$ cat src/hdl/pll_pkg.sv
// Purpose: shared constants and carriers for the clock synthesis and lock block
// Assumes: 32-bit APB, one word per register
// Notes:   offsets are byte addresses
package pll_pkg;
   localparam int unsigned CLK_MHZ     = 25;
   // register map
   localparam logic [7:0]  OFS_CTRL    = 8'h00;
   localparam logic [7:0]  OFS_MULT    = 8'h04;
   localparam logic [7:0]  OFS_PREDIV  = 8'h08;
   localparam logic [7:0]  OFS_POSTDIV = 8'h0C;
   localparam logic [7:0]  OFS_PHASE   = 8'h10;
   localparam logic [7:0]  OFS_DELAY   = 8'h14;
   localparam logic [7:0]  OFS_STATUS  = 8'h18;
   localparam logic [7:0]  OFS_INT_ST  = 8'h1C;
   localparam logic [7:0]  OFS_INT_MSK = 8'h20;
   localparam logic [7:0]  OFS_HS_CHAN = 8'h24;
   // control bits
   localparam int          CTRL_LOCK_EN  = 0;
   localparam int          CTRL_GPIO_OUT = 1;
   localparam int          CTRL_GPIO_OE  = 2;
   localparam int          CTRL_HS_EN    = 3;
   // interrupt bits
   localparam int          INT_LOCK_ACQ  = 0;
   localparam int          INT_LOCK_LOST = 1;
   localparam int          INT_PARAM_ERR = 2;
   localparam int          INT_RATE_ERR  = 3;
   // status fields
   localparam int          ST_LOCKED     = 0;
   localparam int          ST_CFG_DONE   = 1;
   localparam int          ST_PIN_IN     = 2;
   localparam int          ST_HS_LOCKED  = 3;
   localparam int          ST_PERIOD     = 16;
   // ratio limits
   localparam logic [31:0] MULT_MIN = 32'h0000_0002;
   localparam logic [31:0] MULT_MAX = 32'h0000_00A0;
   localparam logic [31:0] PRE_MIN  = 32'h0000_0001;
   localparam logic [31:0] PRE_MAX  = 32'h0000_0010;
   localparam logic [31:0] POST_MIN = 32'h0000_0002;
   localparam logic [31:0] POST_MAX = 32'h0000_00A0;
   // reset values
   localparam logic [3:0]  CTRL_RST    = 4'h0;
   localparam logic [7:0]  MULT_RST    = 8'h02;
   localparam logic [4:0]  PRE_RST     = 5'h01;
   localparam logic [7:0]  POST_RST    = 8'h02;
   localparam logic [15:0] HS_CHAN_RST = 16'h0000;
   // high-speed serial loops
   localparam int          HS_LOOPS    = 2;
   localparam logic [7:0]  HS_MULT     = 8'h08;
   localparam int unsigned RATE_LARGE  = 750;
   localparam int unsigned RATE_MID    = 840;
   // lock detection
   localparam logic [2:0]  LOCK_COUNT  = 3'h4;
   localparam logic [15:0] PERIOD_TOL  = 16'h0001;
   // delay line
   localparam logic [6:0]  DELAY_BASE  = 7'h20;

   typedef struct packed {
      logic [7:0]  mult;
      logic [11:0] div;
   } loop_cfg_s;

   typedef struct packed {
      logic        locked;
      logic [15:0] period;
      logic [1:0]  quarter;
   } loop_stat_s;
endpackage : pll_pkg

$ cat src/hdl/loop_core.sv
// Purpose: one tracking loop: reference period capture, lock detect, ratio synthesis
// Assumes: clk_in is synchronous to pclk and slower than pclk / 2
// Notes:   output quarter-period steps are capped at one per pclk cycle
`timescale 1ns/10ps
module loop_core (
   // clock and reset
   input  wire logic                pclk,
   input  wire logic                presetn,
   // reference and control
   input  wire logic                clk_in,
   input  wire logic                run,
   input  wire pll_pkg::loop_cfg_s  cfg,
   // loop state
   output wire pll_pkg::loop_stat_s stat
);
   logic        clk_in_d_reg, clk_in_d_next;
   logic [15:0] cnt_reg, cnt_next;
   logic [15:0] period_reg, period_next;
   logic [2:0]  match_reg, match_next;
   logic [28:0] acc_reg, acc_next;
   logic [1:0]  quarter_reg, quarter_next;
   logic        locked_reg, locked_next;
   logic        rise;
   logic [15:0] new_period;
   logic [15:0] diff;
   logic [28:0] thr;
   logic [28:0] acc_sum;

   always_comb begin
      rise          = clk_in & ~clk_in_d_reg;
      new_period    = cnt_reg + 16'h0001;
      diff          = (new_period > period_reg) ? new_period - period_reg : period_reg - new_period;
      thr           = 29'(cfg.div * period_reg);
      acc_sum       = acc_reg + 29'({cfg.mult, 2'b00});
      clk_in_d_next = clk_in;
      cnt_next      = cnt_reg;
      period_next   = period_reg;
      match_next    = match_reg;
      acc_next      = acc_reg;
      quarter_next  = quarter_reg;
      if (!run) begin
         clk_in_d_next = 1'b0;
         cnt_next      = 16'h0000;
         period_next   = 16'h0000;
         match_next    = 3'h0;
         acc_next      = 29'h0;
         quarter_next  = 2'h0;
      end else begin
         if (cnt_reg != 16'hFFFF) begin
            cnt_next = cnt_reg + 16'h0001;
         end
         if (rise) begin
            cnt_next    = 16'h0000;
            period_next = new_period;
            if (diff <= pll_pkg::PERIOD_TOL && period_reg != 16'h0000) begin
               if (match_reg != pll_pkg::LOCK_COUNT) begin
                  match_next = match_reg + 3'h1;
               end
            end else begin
               match_next = 3'h0;
            end
         end else if (cnt_reg > {period_reg[14:0], 1'b0}) begin
            match_next = 3'h0;
         end
         // out = in * m / (n * k)
         if (locked_reg) begin
            if (acc_sum >= thr) begin
               acc_next     = (acc_sum - thr >= thr) ? 29'h0 : acc_sum - thr;
               quarter_next = quarter_reg + 2'h1;
            end else begin
               acc_next = acc_sum;
            end
         end else begin
            acc_next     = 29'h0;
            quarter_next = 2'h0;
         end
      end
      locked_next = run && (match_next == pll_pkg::LOCK_COUNT);
   end

   always_ff @(posedge pclk or negedge presetn) begin
      if (!presetn) begin
         clk_in_d_reg <= 1'b0;
         cnt_reg      <= 16'h0000;
         period_reg   <= 16'h0000;
         match_reg    <= 3'h0;
         acc_reg      <= 29'h0;
         quarter_reg  <= 2'h0;
         locked_reg   <= 1'b0;
      end else begin
         clk_in_d_reg <= clk_in_d_next;
         cnt_reg      <= cnt_next;
         period_reg   <= period_next;
         match_reg    <= match_next;
         acc_reg      <= acc_next;
         quarter_reg  <= quarter_next;
         locked_reg   <= locked_next;
      end
   end

   assign stat = '{locked: locked_reg, period: period_reg, quarter: quarter_reg};

   a_ratio_step: assert property (
      @(posedge pclk) disable iff (!presetn)
      run && locked_reg && acc_sum >= thr |=> !run || quarter_reg == $past(quarter_reg) + 2'h1)
      else $error("quarter step missed on accumulator wrap");

   a_cfg_ignore: assert property (
      @(posedge pclk) disable iff (!presetn)
      !run |=> !locked_reg && match_reg == 3'h0 && cnt_reg == 16'h0000)
      else $error("loop active while unconfigured");

   a_cfg_start: assert property (
      @(posedge pclk) disable iff (!presetn)
      run && !rise && cnt_reg != 16'hFFFF |=> !run || cnt_reg == $past(cnt_reg) + 16'h0001)
      else $error("period count not running after configuration");
endmodule : loop_core

$ cat src/hdl/pll_clock_synth_lock.sv
// Purpose: clock synthesis, phase and delay stepping, lock indicator, APB control
// Assumes: reference and forwarded clocks are sampled levels synchronous to pclk
// Notes:   generated clocks are digital approximations limited to pclk / 4
`timescale 1ns/10ps
module pll_clock_synth_lock #(
   parameter bit LARGE_VARIANT = 1'b0
) (
   // clock and reset
   input  wire logic        pclk,
   input  wire logic        presetn,
   // apb slave
   input  wire logic        psel,
   input  wire logic        penable,
   input  wire logic        pwrite,
   input  wire logic [7:0]  paddr,
   input  wire logic [31:0] pwdata,
   output logic      [31:0] prdata,
   output logic             pready,
   output logic             pslverr,
   // configuration state
   input  wire logic        cfg_done,
   // reference clocks
   input  wire logic        ref_clk_in,
   input  wire logic [1:0]  fwd_clk_in,
   // generated clocks
   output logic             gen_clk_out,
   output logic      [1:0]  hs_clk_out,
   // lock pin
   input  wire logic        lock_pin_in,
   output logic             lock_pin_out,
   output logic             lock_pin_oe_n,
   // interrupt
   output logic             irq
);
   localparam int unsigned RATE_LIMIT = LARGE_VARIANT ? pll_pkg::RATE_LARGE : pll_pkg::RATE_MID;

   function automatic logic in_range(input logic [31:0] v, input logic [31:0] lo, input logic [31:0] hi);
      return (v >= lo) && (v <= hi);
   endfunction : in_range

   // bit rate in Mbps is HS_MULT * CLK_MHZ / period
   function automatic logic rate_over(input logic [15:0] period);
      return (32'(pll_pkg::HS_MULT) * 32'(pll_pkg::CLK_MHZ)) > (32'(RATE_LIMIT) * 32'(period));
   endfunction : rate_over

   ////////////////////////////////////////////////////////////////////////////
   // loops

   pll_pkg::loop_cfg_s  main_cfg;
   pll_pkg::loop_stat_s main_stat;
   pll_pkg::loop_cfg_s  hs_cfg;
   pll_pkg::loop_stat_s hs_stat [pll_pkg::HS_LOOPS];
   logic [3:0]          ctrl_reg, ctrl_next;
   logic [7:0]          mult_reg, mult_next;
   logic [4:0]          prediv_reg, prediv_next;
   logic [7:0]          postdiv_reg, postdiv_next;

   assign main_cfg = '{mult: mult_reg, div: 12'(prediv_reg * postdiv_reg)};
   assign hs_cfg   = '{mult: pll_pkg::HS_MULT, div: 12'h001};

   loop_core u_main (
      .pclk    (pclk),
      .presetn (presetn),
      .clk_in  (ref_clk_in),
      .run     (cfg_done),
      .cfg     (main_cfg),
      .stat    (main_stat)
   );

   for (genvar g = 0; g < pll_pkg::HS_LOOPS; g++) begin : g_hs
      loop_core u_hs (
         .pclk    (pclk),
         .presetn (presetn),
         .clk_in  (fwd_clk_in[g]),
         .run     (cfg_done & ctrl_reg[pll_pkg::CTRL_HS_EN]),
         .cfg     (hs_cfg),
         .stat    (hs_stat[g])
      );
   end

   ////////////////////////////////////////////////////////////////////////////
   // registers and bus

   logic [1:0]  phase_reg, phase_next;
   logic [5:0]  delay_reg, delay_next;
   logic [3:0]  int_st_reg, int_st_next;
   logic [3:0]  int_msk_reg, int_msk_next;
   logic [15:0] hs_chan_reg, hs_chan_next;
   logic        locked_d_reg, locked_d_next;
   logic [31:0] prdata_next;
   logic        pready_next;
   logic        pslverr_next;
   logic        irq_next;
   logic        setup;
   logic        wr;
   logic        addr_ok;
   logic        val_ok;
   logic [3:0]  events;
   logic [31:0] status_word;

   always_comb begin
      setup   = psel & ~penable;
      wr      = psel & penable & pready & pwrite;
      addr_ok = (paddr[1:0] == 2'b00) && (paddr <= pll_pkg::OFS_HS_CHAN);
      unique case (paddr)
         pll_pkg::OFS_MULT:    val_ok = in_range(pwdata, pll_pkg::MULT_MIN, pll_pkg::MULT_MAX);
         pll_pkg::OFS_PREDIV:  val_ok = in_range(pwdata, pll_pkg::PRE_MIN, pll_pkg::PRE_MAX);
         pll_pkg::OFS_POSTDIV: val_ok = in_range(pwdata, pll_pkg::POST_MIN, pll_pkg::POST_MAX);
         default:              val_ok = 1'b1;
      endcase
      status_word = 32'h0;
      status_word[pll_pkg::ST_LOCKED]    = main_stat.locked;
      status_word[pll_pkg::ST_CFG_DONE]  = cfg_done;
      status_word[pll_pkg::ST_PIN_IN]    = lock_pin_in;
      status_word[pll_pkg::ST_HS_LOCKED] = hs_stat[0].locked;
      status_word[pll_pkg::ST_HS_LOCKED + 1] = hs_stat[1].locked;
      status_word[pll_pkg::ST_PERIOD +: 16]  = main_stat.period;

      events = 4'h0;
      events[pll_pkg::INT_LOCK_ACQ]  = main_stat.locked & ~locked_d_reg;
      events[pll_pkg::INT_LOCK_LOST] = ~main_stat.locked & locked_d_reg;
      events[pll_pkg::INT_PARAM_ERR] = wr & ~val_ok;
      // serial rate above the part limit
      events[pll_pkg::INT_RATE_ERR]  = (hs_chan_reg != 16'h0000) &&
                                       ((hs_stat[0].locked && rate_over(hs_stat[0].period)) ||
                                        (hs_stat[1].locked && rate_over(hs_stat[1].period)));

      ctrl_next     = ctrl_reg;
      mult_next     = mult_reg;
      prediv_next   = prediv_reg;
      postdiv_next  = postdiv_reg;
      phase_next    = phase_reg;
      delay_next    = delay_reg;
      int_msk_next  = int_msk_reg;
      hs_chan_next  = hs_chan_reg;
      int_st_next   = int_st_reg;
      locked_d_next = main_stat.locked;
      if (wr && val_ok) begin
         unique case (paddr)
            pll_pkg::OFS_CTRL:    ctrl_next    = pwdata[3:0];
            pll_pkg::OFS_MULT:    mult_next    = pwdata[7:0];
            pll_pkg::OFS_PREDIV:  prediv_next  = pwdata[4:0];
            pll_pkg::OFS_POSTDIV: postdiv_next = pwdata[7:0];
            pll_pkg::OFS_PHASE:   phase_next   = pwdata[1:0];
            pll_pkg::OFS_DELAY:   delay_next   = pwdata[5:0];
            pll_pkg::OFS_INT_ST:  int_st_next  = int_st_reg & ~pwdata[3:0];
            pll_pkg::OFS_INT_MSK: int_msk_next = pwdata[3:0];
            pll_pkg::OFS_HS_CHAN: hs_chan_next = pwdata[15:0];
            default:              ctrl_next    = ctrl_reg;
         endcase
      end
      // a new event wins over a same-cycle clear
      int_st_next = int_st_next | events;
      irq_next    = |(int_st_next & int_msk_next);

      prdata_next  = prdata;
      pready_next  = setup;
      pslverr_next = 1'b0;
      if (setup) begin
         pslverr_next = ~addr_ok | (pwrite & ~val_ok);
         unique case (paddr)
            pll_pkg::OFS_CTRL:    prdata_next = {28'h0, ctrl_reg};
            pll_pkg::OFS_MULT:    prdata_next = {24'h0, mult_reg};
            pll_pkg::OFS_PREDIV:  prdata_next = {27'h0, prediv_reg};
            pll_pkg::OFS_POSTDIV: prdata_next = {24'h0, postdiv_reg};
            pll_pkg::OFS_PHASE:   prdata_next = {30'h0, phase_reg};
            pll_pkg::OFS_DELAY:   prdata_next = {26'h0, delay_reg};
            pll_pkg::OFS_STATUS:  prdata_next = status_word;
            pll_pkg::OFS_INT_ST:  prdata_next = {28'h0, int_st_reg};
            pll_pkg::OFS_INT_MSK: prdata_next = {28'h0, int_msk_reg};
            pll_pkg::OFS_HS_CHAN: prdata_next = {16'h0, hs_chan_reg};
            default:              prdata_next = 32'h0;
         endcase
      end
   end

   always_ff @(posedge pclk or negedge presetn) begin
      if (!presetn) begin
         ctrl_reg     <= pll_pkg::CTRL_RST;
         mult_reg     <= pll_pkg::MULT_RST;
         prediv_reg   <= pll_pkg::PRE_RST;
         postdiv_reg  <= pll_pkg::POST_RST;
         phase_reg    <= 2'h0;
         delay_reg    <= 6'h00;
         int_st_reg   <= 4'h0;
         int_msk_reg  <= 4'h0;
         hs_chan_reg  <= pll_pkg::HS_CHAN_RST;
         locked_d_reg <= 1'b0;
         prdata       <= 32'h0;
         pready       <= 1'b0;
         pslverr      <= 1'b0;
         irq          <= 1'b0;
      end else begin
         ctrl_reg     <= ctrl_next;
         mult_reg     <= mult_next;
         prediv_reg   <= prediv_next;
         postdiv_reg  <= postdiv_next;
         phase_reg    <= phase_next;
         delay_reg    <= delay_next;
         int_st_reg   <= int_st_next;
         int_msk_reg  <= int_msk_next;
         hs_chan_reg  <= hs_chan_next;
         locked_d_reg <= locked_d_next;
         prdata       <= prdata_next;
         pready       <= pready_next;
         pslverr      <= pslverr_next;
         irq          <= irq_next;
      end
   end

   ////////////////////////////////////////////////////////////////////////////
   // clock path

   logic        phased_reg, phased_next;
   logic        phased_d_reg, phased_d_next;
   logic [15:0] gen_cnt_reg, gen_cnt_next;
   logic [15:0] gen_period_reg, gen_period_next;
   logic        hist_reg  [64];
   logic        hist_next [64];
   logic [1:0]  rot;
   logic [6:0]  mag;
   logic [6:0]  lim;
   logic [5:0]  tap;
   logic        gen_clk_next;
   logic [1:0]  hs_clk_next;
   logic        lock_out_next;
   logic        lock_oe_n_next;

   always_comb begin
      // each phase step is one quarter period
      rot             = main_stat.quarter - phase_reg;
      phased_next     = rot[1];
      phased_d_next   = phased_reg;
      gen_cnt_next    = (gen_cnt_reg == 16'hFFFF) ? gen_cnt_reg : gen_cnt_reg + 16'h0001;
      gen_period_next = gen_period_reg;
      if (!main_stat.locked) begin
         gen_cnt_next    = 16'h0000;
         gen_period_next = 16'h0000;
      end else if (phased_reg && !phased_d_reg) begin
         gen_cnt_next    = 16'h0000;
         gen_period_next = gen_cnt_reg + 16'h0001;
      end
      // signed delay, clamped to one period
      mag = delay_reg[5] ? 7'(-{delay_reg[5], delay_reg}) : {1'b0, delay_reg};
      lim = (gen_period_reg > 16'(pll_pkg::DELAY_BASE)) ? pll_pkg::DELAY_BASE : gen_period_reg[6:0];
      if (mag > lim) begin
         mag = lim;
      end
      tap = delay_reg[5] ? 6'(pll_pkg::DELAY_BASE - mag) : 6'(pll_pkg::DELAY_BASE + mag);
      hist_next[0] = phased_reg;
      for (int i = 1; i < 64; i++) begin
         hist_next[i] = hist_reg[i-1];
      end
      // gated only by lock, usable at once
      gen_clk_next = hist_reg[tap] & main_stat.locked;
      for (int i = 0; i < pll_pkg::HS_LOOPS; i++) begin
         hs_clk_next[i] = hs_stat[i].quarter[1];
      end
      // lock pin falls back to plain I/O
      if (ctrl_reg[pll_pkg::CTRL_LOCK_EN]) begin
         lock_out_next  = main_stat.locked;
         lock_oe_n_next = 1'b0;
      end else begin
         lock_out_next  = ctrl_reg[pll_pkg::CTRL_GPIO_OUT];
         lock_oe_n_next = ~ctrl_reg[pll_pkg::CTRL_GPIO_OE];
      end
   end

   always_ff @(posedge pclk or negedge presetn) begin
      if (!presetn) begin
         phased_reg     <= 1'b0;
         phased_d_reg   <= 1'b0;
         gen_cnt_reg    <= 16'h0000;
         gen_period_reg <= 16'h0000;
         for (int i = 0; i < 64; i++) begin
            hist_reg[i] <= 1'b0;
         end
         gen_clk_out    <= 1'b0;
         hs_clk_out     <= 2'h0;
         lock_pin_out   <= 1'b0;
         lock_pin_oe_n  <= 1'b1;
      end else begin
         phased_reg     <= phased_next;
         phased_d_reg   <= phased_d_next;
         gen_cnt_reg    <= gen_cnt_next;
         gen_period_reg <= gen_period_next;
         hist_reg       <= hist_next;
         gen_clk_out    <= gen_clk_next;
         hs_clk_out     <= hs_clk_next;
         lock_pin_out   <= lock_out_next;
         lock_pin_oe_n  <= lock_oe_n_next;
      end
   end

   ////////////////////////////////////////////////////////////////////////////
   // checks

   a_range_hold: assert property (
      @(posedge pclk) disable iff (!presetn)
      wr && paddr == pll_pkg::OFS_MULT && !in_range(pwdata, pll_pkg::MULT_MIN, pll_pkg::MULT_MAX)
      |=> mult_reg == $past(mult_reg) && int_st_reg[pll_pkg::INT_PARAM_ERR])
      else $error("out-of-range multiplier accepted");

   a_phase_quad: assert property (
      @(posedge pclk) disable iff (!presetn)
      1'b1 |=> phased_reg == $past(rot[1]))
      else $error("phased clock not quarter-rotated");

   a_delay_bound: assert property (
      @(posedge pclk) disable iff (!presetn)
      mag <= pll_pkg::DELAY_BASE && 16'(mag) <= gen_period_reg)
      else $error("delay exceeds one period");

   a_lock_drive: assert property (
      @(posedge pclk) disable iff (!presetn)
      ctrl_reg[pll_pkg::CTRL_LOCK_EN] && main_stat.locked |=> lock_pin_out && !lock_pin_oe_n)
      else $error("lock pin not driven high while tracking");

   a_gpio_mode: assert property (
      @(posedge pclk) disable iff (!presetn)
      !ctrl_reg[pll_pkg::CTRL_LOCK_EN] |=> lock_pin_oe_n == !$past(ctrl_reg[pll_pkg::CTRL_GPIO_OE])
      && lock_pin_out == $past(ctrl_reg[pll_pkg::CTRL_GPIO_OUT]))
      else $error("lock pin not in plain I/O mode");

   a_cfg_low: assert property (
      @(posedge pclk) disable iff (!presetn)
      !cfg_done |=> ##1 !lock_pin_out || !ctrl_reg[pll_pkg::CTRL_LOCK_EN] || $past(cfg_done))
      else $error("lock indicator high during configuration");
endmodule : pll_clock_synth_lock

$ cat config.mk
export PLATFORM = sky130hd
export DESIGN_NAME = pll_clock_synth_lock
export DESIGN_NICKNAME = d
export VERILOG_FILES = /design/src/hdl/pll_pkg.sv /design/src/hdl/loop_core.sv /design/src/hdl/pll_clock_synth_lock.sv
export SDC_FILE = /design/constraint.sdc
export NUM_CORES = 2
export LEC_CHECK = 0
export BUFFER_PORTS_ARGS = -buffer_cell sky130_fd_sc_hd__buf_2
export CORE_MARGIN = 5
export CORE_UTILIZATION = 58
export CTS_BUF_LIST = sky130_fd_sc_hd__clkbuf_8
export DETAILED_ROUTE_END_ITERATION = 7
export PLACE_DENSITY_LB_ADDON = 0.15
export SYNTH_ARGS = -nofsm -noshare
export SYNTH_HDL_FRONTEND = slang
export SYNTH_SLANG_ARGS = --single-unit
$ cat constraint.sdc
create_clock -name pclk -period 13.6 [get_ports pclk]
set_input_delay 4.08 -clock pclk [delete_from_list [all_inputs] [get_ports pclk]]
set_output_delay 4.08 -clock pclk [all_outputs]
set_load 0.01 [all_outputs]
==> run_results.csv <==
group,metric,value,unit
clocking,ctsHoldBuffers,0,
flow_run,maxCapViolCount,0,
pwr,total_leakage_power,22.91,nW
sta,setup_ws,0.7123,ns
synth,syn-instance-count,4601,
pwr,p_per_area,64.64,nW/um^2
placed_design,placed_area,42390,um^2
worst_setup_path,crit_family,"adder cells",
drt,vias,33430,
synth,ys_warn_count,0,
placed_design,place_ws,0.4667,ns
drt,drt_drc_violations_left,0,
sta,slew_headroom,0.1613,
placed_design,dpl.hpwl,81090,um
drt,viasPerCell,5.882,
clocking,htreeDepth,3,
die,core_area,70030,um^2
drt,drt_pass1_iterations,6,
sta,worst_pin_slew,1.249,ns
grt,track_usage,0.2777,
final_layout,fin_nets,5462,
grt,grt_pass1_wl,172300,um
grt,grt_pass1_vias,33140,
worst_setup_path,r2r_start,"postdiv_reg[1]",
worst_setup_path,crit_buf_inv,6,
final_layout,layoutNonFillerInstCount,5683,
die,num_rows,97,
placed_design,routabilityCongestion,0.9405,
worst_setup_path,ff2ff_path_depth,49,
worst_setup_path,cp.arrival,13.49,ns
die,dieArea,76060,um^2
sta,clock_skew,0.04638,ns
sta,fmax,77.59,MHz
synth,synth_area_leaders,"dfrtp_1 (24%), ha_1 (16%), fa_1 (10%)",
synth,netlist_area,40970,um^2
synth,synth_common_cells,"inv_1 (570), ha_1 (516), nand2_1 (397)",
synth,synth.most_common_cell,"inv_1",
placed_design,numPortBuffers,89,
clocking,cts_tree,"built",
worst_setup_path,rr_endpoint,"u_main.acc_reg[26]",
worst_setup_path,cp-start-kind,"flop",
final_layout,syn_to_final_growth,7.982,%
die,io_pins,90,
sta,slew_violations,0,
worst_setup_path,r2r_slack,0.71,ns
synth,async_flop_share,1.000,
sta,fin_setup_tns,0,ns
final_layout,drive_gt1_frac,0.08035,
clocking,cts_root_buffer,"clkbuf_8",
worst_setup_path,cp_slowest_stage_delay,0.58,ns
drt,initialDrtViolationCount,2385,
synth,ys.flop_type,"dfrtp_1",
placed_design,dp_cells,5547,
worst_setup_path,path_max_fanout,16,
drt,wire_per_inst,18.45,um
sta,period_share,0.9476,
final_layout,final_util,0.6318,
final_layout,design_area,44240,um^2
worst_setup_path,crit_type,"reg2reg",
synth,synth_edf_count,0,
clocking,cts_buffer_depth,3,
worst_setup_path,crit_path_top_delay_cell,"dfstp_2",
grt,antenna_found_initial,3,
drt,drt-total-wl,104800,um
sta,finalSetupViolCount,0,
synth,synth_top_area_frac,0.2412,
die,start_util,0.5851,
worst_setup_path,end_kind,"flop",
pwr,ir_drop,0.08983,mV
die,die_x,275.8,um
clocking,clock_latency,0.70,ns
grt,grt_max_degree,152,
sta,fin_crit,12.89,ns
synth,synth_area_leader_cell,"dfrtp_1",
grt,gr-total-overflow,0,
worst_setup_path,critPathRequiredTime,14.21,ns
hold_path,worstHoldStart,"hist_next[37]",
synth,synth-seq-cells,399,
hold_path,hold_path_class,"reg2reg",
synth,yosysUniqueCellTypes,113,
final_layout,largest_register_ffs,63,
die,dieHeight,275.8,um
worst_setup_path,crit_top_cell,"fa_1",
sta,final-hold-violation-count,0,
hold_path,hold_depth,0,
clocking,cts.sink_count,399,
drt,ant_nets,0,
run_status,status,"complete, no violations",
synth,syn_area_per_cell,8.905,um^2
clocking,cts.clk_slew.worst_paths,0.07,ns
synth,ys_seq_area_frac,0.2438,
hold_path,hold-path-endpoint,"hist_next[36]",
clocking,cts_buffers,75,
-- area by class of cell --
cell class                 count  area (um^2)
antenna                        1        2.502
clock buffer                  92         1266
clock inverter                42        506.7
fill                        6134        25780
inverter                     572         2147
multi-input combinational   3514        28430
sequential                   399         9990
tap                          940         1176
timing repair buffer         123        723.2
-- per-layer routing --
layer  global-route usage  part of all wire  up-vias
met1               0.3903              0.46    16150
met4              0.08135             0.028        2
li1                     -                 -    16170
met2               0.4363              0.44      915
met3              0.05859             0.068      194
met5                    0           0.00012        -
-- per-stage QoR --
step | power [mW] | hold WS [ns]
floorplan | 1.396 | 0.3530
global placement | 1.484 | 0.3557
finish | 2.860 | 0.3604
global route | 2.969 | 0.3611
detailed placement | 1.487 | 0.3588
CTS | 2.890 | 0.3464
-- cells in the final DEF (no fill, tap or decap), types with 60 or more instances in the layout --
| cell | instances |
|---|---|
| a21o_1 | 90 |
| a21oi_1 | 198 |
| and2_1 | 119 |
| buf_2 | 88 |
| clkbuf_8 | 92 |
| dfrtp_1 | 395 |
| fa_1 | 211 |
| ha_1 | 516 |
| inv_1 | 588 |
| mux2_2 | 60 |
| mux2i_1 | 93 |
| nand2_1 | 397 |
| nand2b_1 | 69 |
| nand3_1 | 119 |
| nand4_1 | 80 |
| nor2_1 | 223 |
| nor3_1 | 70 |
| o21ai_0 | 228 |
| xnor2_1 | 156 |
| xor2_1 | 110 |
-- cells by family (layout without fill, tap and decap cells) --
| family | Yosys count | after routing | synth area share |
|---|---|---|---|
| DFF | 399 | 399 | 0.2438 |
| other | 2 | 30 | 0.0001833 |
| muxes | 153 | 153 | 0.03921 |
| adders and majority gates | 727 | 727 | 0.2607 |
| xor gates and xnor gates | 271 | 271 | 0.05848 |
| and+or+nand+nor | 1352 | 1352 | 0.1682 |
| buffers and inverters | 715 | 829 | 0.06755 |
| AOI/OAI and AO/OA | 982 | 982 | 0.1619 |
-- worst max path at each step --
stage                         from                 end  slack, ns  depth (start not counted)
finish              postdiv_reg[1]  u_main.acc_reg[26]       0.71                         49
global route        postdiv_reg[1]  u_main.acc_reg[26]      -0.05                         49
CTS                 postdiv_reg[1]  u_main.acc_reg[26]       0.40                         51
detailed placement  postdiv_reg[1]  u_main.acc_reg[26]       0.47                         51
global placement     prediv_reg[4]  u_main.acc_reg[26]       0.64                         53
floorplan            prediv_reg[4]  u_main.acc_reg[26]       1.78                         51
-- repair_timing --
item | in CTS | in global routing
endpoints found under the setup margin | 0 | 28
gates resized for setup | 0 | 13
setup buffers | 0 | 1
-- power by group --
part           internal (mW)  switching (mW)  total, mW
registers               1.20          0.0260       1.22
logic                 0.0919           0.154      0.246
clock network          0.815           0.575       1.39
Power figures use the tool's default switching activity.
